--- config.mk ---
export PLATFORM = sky130hd
export DESIGN_NAME = port_mac_ingress_rate_policer
export DESIGN_NICKNAME = d
export VERILOG_FILES = /design/src/port_policer_pkg.sv /design/src/port_mac_ingress_rate_policer.sv
export SDC_FILE = /design/constraint.sdc
export NUM_CORES = 2
export LEC_CHECK = 0
export BUFFER_PORTS_ARGS = -buffer_cell sky130_fd_sc_hd__buf_2
export CAP_MARGIN = 25
export CORE_MARGIN = 4
export CORE_UTILIZATION = 45
export DETAILED_ROUTE_END_ITERATION = 8
export HOLD_SLACK_MARGIN = 0.06
export PLACE_DENSITY = 0.63
export SETUP_SLACK_MARGIN = 0.1
export SYNTH_ARGS = -nofsm -noshare
export SYNTH_HDL_FRONTEND = slang
export SYNTH_SLANG_ARGS = --single-unit
--- constraint.sdc ---
create_clock -name hclk -period 9.24 [get_ports hclk]
set_input_delay 1.386 -clock hclk [delete_from_list [all_inputs] [get_ports hclk]]
set_output_delay 1.386 -clock hclk [all_outputs]
set_load 0.1 [all_outputs]
--- src/port_policer_pkg.sv ---
// Constants shared by the port MAC control and ingress policer
package port_policer_pkg;
   // Register indices; byte address is four times the index
   localparam logic [7:0] MAC_CTL1_IDX = 8'h01;
   localparam logic [7:0] ING_CTL_IDX = 8'h03;
   localparam logic [7:0] PRIO_BASE_IDX = 8'h10;
   localparam logic [7:0] PRIO_LAST_IDX = 8'h17;
   localparam logic [7:0] PORT_CFG_IDX = 8'h20;
   localparam logic [7:0] STATUS_IDX = 8'h21;
   // Port MAC control one fields
   localparam int MAC_PASS_ALL_BIT = 0;
   localparam int MAC_BP_EN_BIT = 3;
   localparam logic [7:0] MAC_CTL1_WMASK = 8'hbf;
   localparam logic [7:0] MAC_CTL1_RST = 8'h00;
   // Ingress limit control fields
   localparam int ING_PRE_BIT = 0;
   localparam int ING_GAP_BIT = 1;
   localparam int ING_MODE_LSB = 2;
   localparam int ING_FC_BIT = 4;
   localparam int ING_PKT_MODE_BIT = 5;
   localparam int ING_PORT_BIT = 6;
   localparam logic [7:0] ING_CTL_WMASK = 8'h7f;
   localparam logic [7:0] ING_CTL_RST = 8'h00;
   // Port configuration fields
   localparam int CFG_FULL_DUPLEX_BIT = 0;
   localparam int CFG_PAUSE_EN_BIT = 1;
   localparam int CFG_RX_FLOW_EN_BIT = 2;
   localparam logic [7:0] PORT_CFG_WMASK = 8'h07;
   localparam logic [7:0] PORT_CFG_RST = 8'h00;
   localparam logic [6:0] RATE_CODE_RST = 7'h00;
   // Frame classes
   typedef enum logic [1:0] {
      CLASS_ALL = 2'b00,
      CLASS_BMF = 2'b01,
      CLASS_BM = 2'b10,
      CLASS_B = 2'b11
   } class_mode_e;
   // Per-frame byte additions
   localparam logic [23:0] GAP_BYTES = 24'h00_000c;
   localparam logic [23:0] PREAMBLE_BYTES = 24'h00_0008;
   // Credit per refill tick: bytes per code step, and packets scaled by 100
   localparam logic [23:0] BYTE_CREDIT_STEP = 24'h00_007d;
   localparam logic [23:0] PKT_CREDIT_STEP = 24'h00_00c0;
   localparam logic [23:0] PKT_COST = 24'h00_0064;
   localparam logic [23:0] BUCKET_MAX = 24'h0f_ffff;
   // Refill period
   localparam int CLK_PERIOD_NS = 20;
   localparam int REFILL_PERIOD_NS = 1000000;
   localparam int REFILL_CYCLES = REFILL_PERIOD_NS / CLK_PERIOD_NS;
endpackage

--- src/port_mac_ingress_rate_policer.sv ---
// Port MAC control and ingress rate policer with AHB-Lite registers
//
// The implementer's own choices: the placing of the registers and the AHB-Lite interface to the registers.
`timescale 1ns/1ps
`default_nettype none

module port_mac_ingress_rate_policer #(
   parameter int REFILL_TICKS = port_policer_pkg::REFILL_CYCLES,
   parameter int NUM_PRIO = 8
) (
   // Clock, reset and register bus
   input wire logic hclk,
   input wire logic hresetn,
   input wire logic ce,
   input wire logic hsel,
   input wire logic [31:0] haddr,
   input wire logic [1:0] htrans,
   input wire logic hwrite,
   input wire logic [2:0] hsize,
   input wire logic [31:0] hwdata,
   input wire logic hready,
   output logic [31:0] hrdata,
   output logic hreadyout,
   output logic hresp,
   // Frame attributes at the end of reception
   input wire logic frame_valid,
   input wire logic [13:0] frame_len,
   input wire logic [2:0] frame_prio,
   input wire logic frame_crc_err,
   input wire logic frame_oversize,
   input wire logic frame_undersize,
   input wire logic frame_bcast,
   input wire logic frame_mcast,
   input wire logic frame_flood,
   input wire logic frame_flow_ctrl,
   input wire logic filter_flow_ctrl,
   input wire logic congested,
   // Forwarding decision and flow control
   output logic fwd_valid,
   output logic fwd_normal,
   output logic fwd_mirror_only,
   output logic fwd_drop,
   output logic back_pressure,
   output logic pause_request
);
   // Register and meter state
   logic [7:0] mac_ctl1_q;
   logic [7:0] ing_ctl_q;
   logic [7:0] port_cfg_q;
   logic [6:0] code_pend_q [NUM_PRIO];
   logic [6:0] code_act_q [NUM_PRIO];
   logic [23:0] bucket_q [NUM_PRIO];
   logic wr_pend_q;
   logic [7:0] wr_idx_q;
   logic [31:0] hrdata_q;
   logic hreadyout_q;
   logic hresp_q;
   logic [31:0] tick_cnt_q;
   logic tick;
   logic exceeded_q;
   logic fwd_valid_q;
   logic fwd_normal_q;
   logic fwd_mirror_q;
   logic fwd_drop_q;
   logic back_pressure_q;
   logic pause_request_q;
   // Bus decode and frame metering
   logic addr_ok;
   logic addr_in_map;
   logic [7:0] addr_idx;
   logic frame_bad;
   logic in_class;
   logic charge;
   logic over_limit;
   logic [2:0] sel_bucket;
   logic [23:0] frame_cost;
   logic rate_fc;
   logic flow_en;

   // Class check for the selected frame class mode
   function automatic logic class_hit(input logic [1:0] mode, input logic b,
                                      input logic m, input logic f);
      logic hit;
      hit = 1'b0;
      unique case (port_policer_pkg::class_mode_e'(mode))
         port_policer_pkg::CLASS_ALL: hit = 1'b1;
         port_policer_pkg::CLASS_BMF: hit = b | m | f;
         port_policer_pkg::CLASS_BM: hit = b | m;
         port_policer_pkg::CLASS_B: hit = b;
      endcase
      return hit;
   endfunction

   // Credit granted per refill tick for a rate code
   function automatic logic [23:0] code_credit(input logic [6:0] code, input logic pkt);
      logic [23:0] step;
      step = pkt ? port_policer_pkg::PKT_CREDIT_STEP : port_policer_pkg::BYTE_CREDIT_STEP;
      return 24'({17'h0_0000, code} * step);
   endfunction

   // Bucket level plus credit, saturating at the full level
   function automatic logic [23:0] refill(input logic [23:0] level, input logic [23:0] add);
      logic [24:0] sum;
      sum = {1'b0, level} + {1'b0, add};
      if (sum > {1'b0, port_policer_pkg::BUCKET_MAX}) begin
         sum = {1'b0, port_policer_pkg::BUCKET_MAX};
      end
      return sum[23:0];
   endfunction

   // Word index falls on one of the priority rate code registers
   function automatic logic is_prio_idx(input logic [7:0] idx);
      return idx >= port_policer_pkg::PRIO_BASE_IDX && idx <= port_policer_pkg::PRIO_LAST_IDX;
   endfunction

   // Address decode on word index
   assign addr_idx = haddr[9:2];
   assign addr_ok = hsel & hready & htrans[1];
   assign addr_in_map = (haddr[31:10] == 22'h00_0000);

   // Bus address phase capture and read data
   always_ff @(posedge hclk or negedge hresetn) begin
      if (!hresetn) begin
         wr_pend_q <= 1'b0;
         wr_idx_q <= 8'h00;
         hrdata_q <= 32'h0000_0000;
      end else if (ce) begin
         wr_pend_q <= addr_ok & hwrite & addr_in_map;
         wr_idx_q <= addr_idx;
         if (addr_ok & !hwrite) begin
            hrdata_q <= 32'h0000_0000;
            if (addr_in_map) begin
               if (addr_idx == port_policer_pkg::MAC_CTL1_IDX) begin
                  hrdata_q[7:0] <= mac_ctl1_q;
               end else if (addr_idx == port_policer_pkg::ING_CTL_IDX) begin
                  hrdata_q[7:0] <= ing_ctl_q;
               end else if (addr_idx == port_policer_pkg::PORT_CFG_IDX) begin
                  hrdata_q[7:0] <= port_cfg_q;
               end else if (addr_idx == port_policer_pkg::STATUS_IDX) begin
                  hrdata_q[2:0] <= {pause_request_q, back_pressure_q, exceeded_q};
               end else if (is_prio_idx(addr_idx)) begin
                  hrdata_q[6:0] <= code_pend_q[addr_idx[2:0]];
               end
            end
         end
      end
   end

   // Zero wait state, always OKAY
   always_ff @(posedge hclk or negedge hresetn) begin
      if (!hresetn) begin
         hreadyout_q <= 1'b1;
         hresp_q <= 1'b0;
      end else if (ce) begin
         hreadyout_q <= 1'b1;
         hresp_q <= 1'b0;
      end
   end

   // Control register writes in the data phase
   always_ff @(posedge hclk or negedge hresetn) begin
      if (!hresetn) begin
         mac_ctl1_q <= port_policer_pkg::MAC_CTL1_RST;
         ing_ctl_q <= port_policer_pkg::ING_CTL_RST;
         port_cfg_q <= port_policer_pkg::PORT_CFG_RST;
      end else if (ce && wr_pend_q) begin
         if (wr_idx_q == port_policer_pkg::MAC_CTL1_IDX) begin
            mac_ctl1_q <= hwdata[7:0] & port_policer_pkg::MAC_CTL1_WMASK;
         end
         if (wr_idx_q == port_policer_pkg::ING_CTL_IDX) begin
            ing_ctl_q <= hwdata[7:0] & port_policer_pkg::ING_CTL_WMASK;
         end
         if (wr_idx_q == port_policer_pkg::PORT_CFG_IDX) begin
            port_cfg_q <= hwdata[7:0] & port_policer_pkg::PORT_CFG_WMASK;
         end
      end
   end

   // Rate codes held pending, all applied on the priority seven write
   always_ff @(posedge hclk or negedge hresetn) begin
      if (!hresetn) begin
         for (int i = 0; i < NUM_PRIO; i++) begin
            code_pend_q[i] <= port_policer_pkg::RATE_CODE_RST;
            code_act_q[i] <= port_policer_pkg::RATE_CODE_RST;
         end
      end else if (ce && wr_pend_q && is_prio_idx(wr_idx_q)) begin
         code_pend_q[wr_idx_q[2:0]] <= hwdata[6:0];
         if (wr_idx_q == port_policer_pkg::PRIO_LAST_IDX) begin
            for (int i = 0; i < NUM_PRIO - 1; i++) begin
               code_act_q[i] <= code_pend_q[i];
            end
            code_act_q[NUM_PRIO - 1] <= hwdata[6:0];
         end
      end
   end

   // Refill tick counter
   always_ff @(posedge hclk or negedge hresetn) begin
      if (!hresetn) begin
         tick_cnt_q <= 32'h0000_0000;
      end else if (ce) begin
         tick_cnt_q <= tick ? 32'h0000_0000 : tick_cnt_q + 32'h0000_0001;
      end
   end
   assign tick = (tick_cnt_q == 32'(REFILL_TICKS - 1));

   // Frame classification and bucket choice
   always_comb begin
      frame_bad = frame_crc_err | frame_oversize | frame_undersize;
      in_class = class_hit(ing_ctl_q[port_policer_pkg::ING_MODE_LSB +: 2],
                           frame_bcast, frame_mcast, frame_flood);
      sel_bucket = ing_ctl_q[port_policer_pkg::ING_PORT_BIT] ? 3'h0 : frame_prio;
   end

   // Metering cost, and whether the frame is charged or over its limit
   always_comb begin
      if (ing_ctl_q[port_policer_pkg::ING_PKT_MODE_BIT]) begin
         frame_cost = port_policer_pkg::PKT_COST;
      end else begin
         frame_cost = {10'h000, frame_len};
         if (ing_ctl_q[port_policer_pkg::ING_GAP_BIT]) begin
            frame_cost = frame_cost + port_policer_pkg::GAP_BYTES;
         end
         if (ing_ctl_q[port_policer_pkg::ING_PRE_BIT]) begin
            frame_cost = frame_cost + port_policer_pkg::PREAMBLE_BYTES;
         end
      end
      charge = frame_valid & !frame_bad & in_class & (code_act_q[sel_bucket] != 7'h00);
      over_limit = charge & (bucket_q[sel_bucket] < frame_cost);
   end

   // Token buckets, refilled on tick, charged by accepted frames
   always_ff @(posedge hclk or negedge hresetn) begin
      if (!hresetn) begin
         for (int i = 0; i < NUM_PRIO; i++) begin
            bucket_q[i] <= port_policer_pkg::BUCKET_MAX;
         end
      end else if (ce) begin
         for (int i = 0; i < NUM_PRIO; i++) begin
            // A charge on a tick keeps the refill as well
            if (charge && !over_limit && sel_bucket == 3'(i)) begin
               if (tick) begin
                  bucket_q[i] <= refill(bucket_q[i] - frame_cost,
                     code_credit(code_act_q[i], ing_ctl_q[port_policer_pkg::ING_PKT_MODE_BIT]));
               end else begin
                  bucket_q[i] <= bucket_q[i] - frame_cost;
               end
            end else if (tick) begin
               bucket_q[i] <= refill(bucket_q[i],
                  code_credit(code_act_q[i], ing_ctl_q[port_policer_pkg::ING_PKT_MODE_BIT]));
            end
         end
      end
   end

   // Rate excess flag: a new excess wins over the tick clear
   always_ff @(posedge hclk or negedge hresetn) begin
      if (!hresetn) begin
         exceeded_q <= 1'b0;
      end else if (ce) begin
         if (over_limit) begin
            exceeded_q <= 1'b1;
         end else if (tick) begin
            exceeded_q <= 1'b0;
         end
      end
   end

   // Forwarding decision, one cycle after frame_valid
   always_ff @(posedge hclk or negedge hresetn) begin
      if (!hresetn) begin
         fwd_valid_q <= 1'b0;
         fwd_normal_q <= 1'b0;
         fwd_mirror_q <= 1'b0;
         fwd_drop_q <= 1'b0;
      end else if (ce) begin
         fwd_valid_q <= frame_valid;
         fwd_normal_q <= 1'b0;
         fwd_mirror_q <= 1'b0;
         fwd_drop_q <= 1'b0;
         if (frame_valid) begin
            if (frame_flow_ctrl && filter_flow_ctrl) begin
               fwd_drop_q <= 1'b1;
            end else if (frame_bad) begin
               fwd_mirror_q <= mac_ctl1_q[port_policer_pkg::MAC_PASS_ALL_BIT];
               fwd_drop_q <= !mac_ctl1_q[port_policer_pkg::MAC_PASS_ALL_BIT];
            end else if (over_limit) begin
               fwd_drop_q <= 1'b1;
            end else begin
               fwd_normal_q <= 1'b1;
            end
         end
      end
   end

   // Flow control sources
   assign flow_en = port_cfg_q[port_policer_pkg::CFG_RX_FLOW_EN_BIT];
   assign rate_fc = exceeded_q & ing_ctl_q[port_policer_pkg::ING_FC_BIT] & flow_en;

   // Back pressure in half duplex, PAUSE in full duplex
   always_ff @(posedge hclk or negedge hresetn) begin
      if (!hresetn) begin
         back_pressure_q <= 1'b0;
         pause_request_q <= 1'b0;
      end else if (ce) begin
         back_pressure_q <= mac_ctl1_q[port_policer_pkg::MAC_BP_EN_BIT] &
            !port_cfg_q[port_policer_pkg::CFG_FULL_DUPLEX_BIT] & (congested | rate_fc);
         pause_request_q <= port_cfg_q[port_policer_pkg::CFG_FULL_DUPLEX_BIT] &
            port_cfg_q[port_policer_pkg::CFG_PAUSE_EN_BIT] & flow_en &
            (congested | rate_fc);
      end
   end

   // Outputs straight from flip-flops
   assign hrdata = hrdata_q;
   assign hreadyout = hreadyout_q;
   assign hresp = hresp_q;
   assign fwd_valid = fwd_valid_q;
   assign fwd_normal = fwd_normal_q;
   assign fwd_mirror_only = fwd_mirror_q;
   assign fwd_drop = fwd_drop_q;
   assign back_pressure = back_pressure_q;
   assign pause_request = pause_request_q;
endmodule

`default_nettype wire

==> summary.txt <==
Synthesis
  – Largest family of logic cells by synthesized area: compound AO/OA/AOI/OAI gates
  – Synth Area in Simple Gates: about 18%
  – Mean Syn Cell Area: between 8 and 9 sq um
  – Unique masters post-synth: approximately 110
  – Post-synthesis mux area share: around 3.6%
  – Synth Area in Compound Gates: between 20% and 30%
  – Top cell type by total area after synthesis: ha_1
  – Cells after Synth: 6760
  – Ys flop type: dfrtp_1
  – Post-synth ARST share: between 90% and 100%
  – Largest cells by area after synthesis: ha_1 16%, dfrtp_1 9.9%, dfstp_2 7.7%
  – #FFs+latches synth: between 300 and 400
  – Ys Warns: 0
  – Cell Area, Synth: between 50000 and 60000 sq um
  – Register area share after synthesis: ~18%
  – Post-Synth XOR/XNOR Area: under 10%
  – Post-synth EDFFs: 0
  – Top-area cell type share of the netlist area: around 16%
  – Post-synthesis adder-cell area fraction: between 20% and 30%

STA
  – Skew final: between 50 and 60 ps
  – Final hold vios: 0
  – Fmax: around 120 MHz
  – Period minus WS final: approximately 8500 ps
  – RSZ-0062 raised after global routing: yes
  – Worst Tran Pin Value: ~1200 ps
  – Tcrit/Tclk final: 92.22%
  – Final setup vio count: 0
  – Final setup margin: roughly 700 ps
  – Worst slew margin: between 20% and 30%
  – Post-route setup TNS: 0 ps
  – Slew Viols, Final: 0

GRT
  – Grt total ovfl: 0
  – Initial antenna violation count: 10
  – GRT Overall Usage: approximately 30%
  – Vias in the first global route: approximately 50000
  – First-pass GRT wire length: ~300 mm
  – Largest net degree at the start of global routing: 142

Placement
  – DP Worst Slack: roughly 180 ps
  – DP HPWL: 152.5 mm
  – PortBufs: 85
  – Global placer's final weighted congestion: about 0.98

Critical path
  – CP Max Fanout: 29
  – Worst path required time: between 9000 and 10000 ps
  – Slowest stage delay, CP: 850 ps
  – Slowest CP cell: a2111oi_0
  – CP arrival: around 9000 ps
  – Worst setup EP type: register
  – Setup crit start: ing_ctl_q[5]
  – Reg2Reg Depth: 29
  – Crit path top cell by count: inv_1
  – R2R Setup Slk: just over 700 ps
  – R2r endpoint: bucket_q[110]
  – Startpoint type of the worst setup path: register
  – Worst setup endpoint: bucket_q[110]
  – R2r startpoint: ing_ctl_q[5]
  – CP Class: reg2reg

Die
  – Site row count: around 130
  – Io pins: around 140
  – Die Width: roughly 360 um
  – Die height: 356.8 um
  – CORE AREA: approximately 120000 sq um
  – Die ar.: approximately 130000 sq um
  – Initial Utilization: between 40% and 50%

Power
  – Pwr/cell area: around 140 nW/um^2
  – Peak supply drop: ~0.00015 V
  – Leakage dissipation: between 20 and 30 nW

Finish
  – Area growth, synth to finish: 7.559%
  – Layout Utilization: slightly below 50%
  – Fillcell total: between 10000 and 15000
  – Layout cells sized above 1: 9.734%
  – Post-layout nets: between 7000 and 8000

Run status
  – Status: finished clean

Flow run
  – Max Cap Viol: 0

Clock tree
  – Clock root buffer: clkbuf_16
  – Clock Pin Slew Worst Setup and Hold Paths: 60 ps
  – Max Buffers Root-to-Sink: 3
  – Clock sinks: around 380
  – Clock Latency Late Sink: around 700 ps
  – CTS tree: yes
  – Clock buffer count from CTS: 54
  – # hold bufs at CTS: 0
  – Max H-tree Level: 2

Route
  – Post-DR wirelength/cell: between 20 and 25 um
  – # DRC: 0
  – Routed vias: between 50000 and 60000
  – DRT Wirelength: approximately 200 mm
  – Vias per inst: roughly 6
  – DRT antenna net count: 0
  – Drt pass-1 iters: 7
  – DR iter-0 viols: roughly 4900

Worst hold path
  – Hold Crit Class: reg2reg
## area by class of cell
type,count,area [sq um],area share (%)
Inverter,480,1802,3.059
Clock inverter,23,281.5,0.4780
Antenna cell,10,25.02,0.04249
Sequential cell,377,9638,16.36
Multi-Input combinational cell,5668,42340,71.89
Tap cell,1612,2017,3.425
Clock buffer,79,1555,2.641
Timing Repair Buffer,184,1236,2.099
## worst max-delay path: cells and delay by family, from the launching register on
family,cells,cell delay (ps)
AOI/OAI and AO/OA,10,2970
xor gates and xnor gates,1,370
adders and majority gates,6,2700
buffers and inverters,6,560
DFF,1,820
and+or+nand+nor,6,970
## cell usage in the layout, fill, tap and decap left out, types with 26 or more instances in the layout
cell	count
or3_1	65
nor2b_1	111
o21ai_0	437
nor4_1	63
fa_1	192
o221ai_1	81
nor2_1	501
and2_1	69
nor3_1	126
dfstp_2	160
ha_1	714
o21bai_1	54
conb_1	35
nand2b_1	105
nand2_1	612
mux2_2	93
buf_4	96
or4_1	26
xor2_1	147
o211ai_1	55
a21oi_1	477
mux2i_1	53
dfrtp_1	216
buf_2	83
inv_1	478
or2_2	36
o22ai_1	95
o31ai_1	31
clkbuf_16	55
nand4_1	63
nand3_1	145
o21a_1	96
xnor2_1	342
o21ai_1	28
a21boi_0	34
a211oi_1	92
a21o_1	186
and3_1	50
a31oi_1	69
## metal layers
| layer | track usage, % | part of all wire [%] | vias up |
|---|---|---|---|
| met4 | 12.06 | 4.6 | 2 |
| li1 | - | - | 24462 |
| met2 | 47.12 | 44 | 2124 |
| met5 | 0 | 0.0061 | - |
| met3 | 5.838 | 8.6 | 398 |
| met1 | 40.24 | 43 | 25081 |
## per-stage QoR
stage	cells	area, sq um	total power, mW	hold slack (ps)
finish	8433	58900	8.072	481.4
global route	8424	58870	8.531	509.7
CTS	8421	58820	8.009	481.5
detailed placement	8319	56990	5.779	466.3
global placement	8317	56970	5.736	462.6
floorplan	6793	54880	4.838	440.7
## cells by family (layout without fill, tap and decap cells)
family / after synthesis / in the layout
buffers and inverters: 748 / 766
AO/OA/AOI/OAI: 1992 / 1992
flip-flops: 377 / 377
adder cells (fa/ha/maj): 907 / 907
XOR/XNOR: 491 / 491
other: 2 / 45
AND/OR/NAND/NOR: 2080 / 2080
multiplexers: 163 / 163
## worst min-delay path by stage
stage                                 to           start  cells after the start
final                     code_pend_q[2]  code_pend_q[2]                      2
after global routing      code_pend_q[6]  code_pend_q[6]                      2
after CTS                 code_pend_q[2]  code_pend_q[2]                      2
after detailed placement  code_pend_q[2]  code_pend_q[2]                      2
after global placement    code_pend_q[2]  code_pend_q[2]                      2
after floorplan           code_pend_q[6]  code_pend_q[6]                      2
## registers in the layout, summed over array words and instances, names as in the netlist
register	count
code_pend_q	56
fwd_drop	1
bucket_q	192
wr_pend_q	1
pause_request	1
ing_ctl_q	7
exceeded_q	1
tick_cnt_q	32
mac_ctl1_q	7
fwd_normal	1
wr_idx_q	8
back_pressure	1
code_act_q	56
fwd_valid	1
hrdata	8
fwd_mirror_only	1
port_cfg_q	3
## cell usage after synthesis, drive strengths merged (93+ instances only)
cell type,count
dfstp,160
a21o,186
o22ai,102
nor2b,112
a211oi,93
nand2b,107
o21a,96
inv,479
a21oi,488
nor3,129
dfrtp,217
clkbuf,192
xor2,148
ha,714
fa,192
nand2,615
nor2,510
mux2,94
nand3,145
o21ai,467
xnor2,343
## what timing repair did
action                     4_1_cts  5_1_grt
gates resized for setup          0        1
buffers inserted                 0        1
hold endpoints to repair         0        0
setup endpoints to repair        0       48
## where the power goes
part           leakage (nW)  internal (mW)  switching (mW)
combinational          22.9           1.46            2.27
clock                 0.886           1.26           0.943
sequential             4.59           1.85           0.291
(Power assumes the default switching activity.)
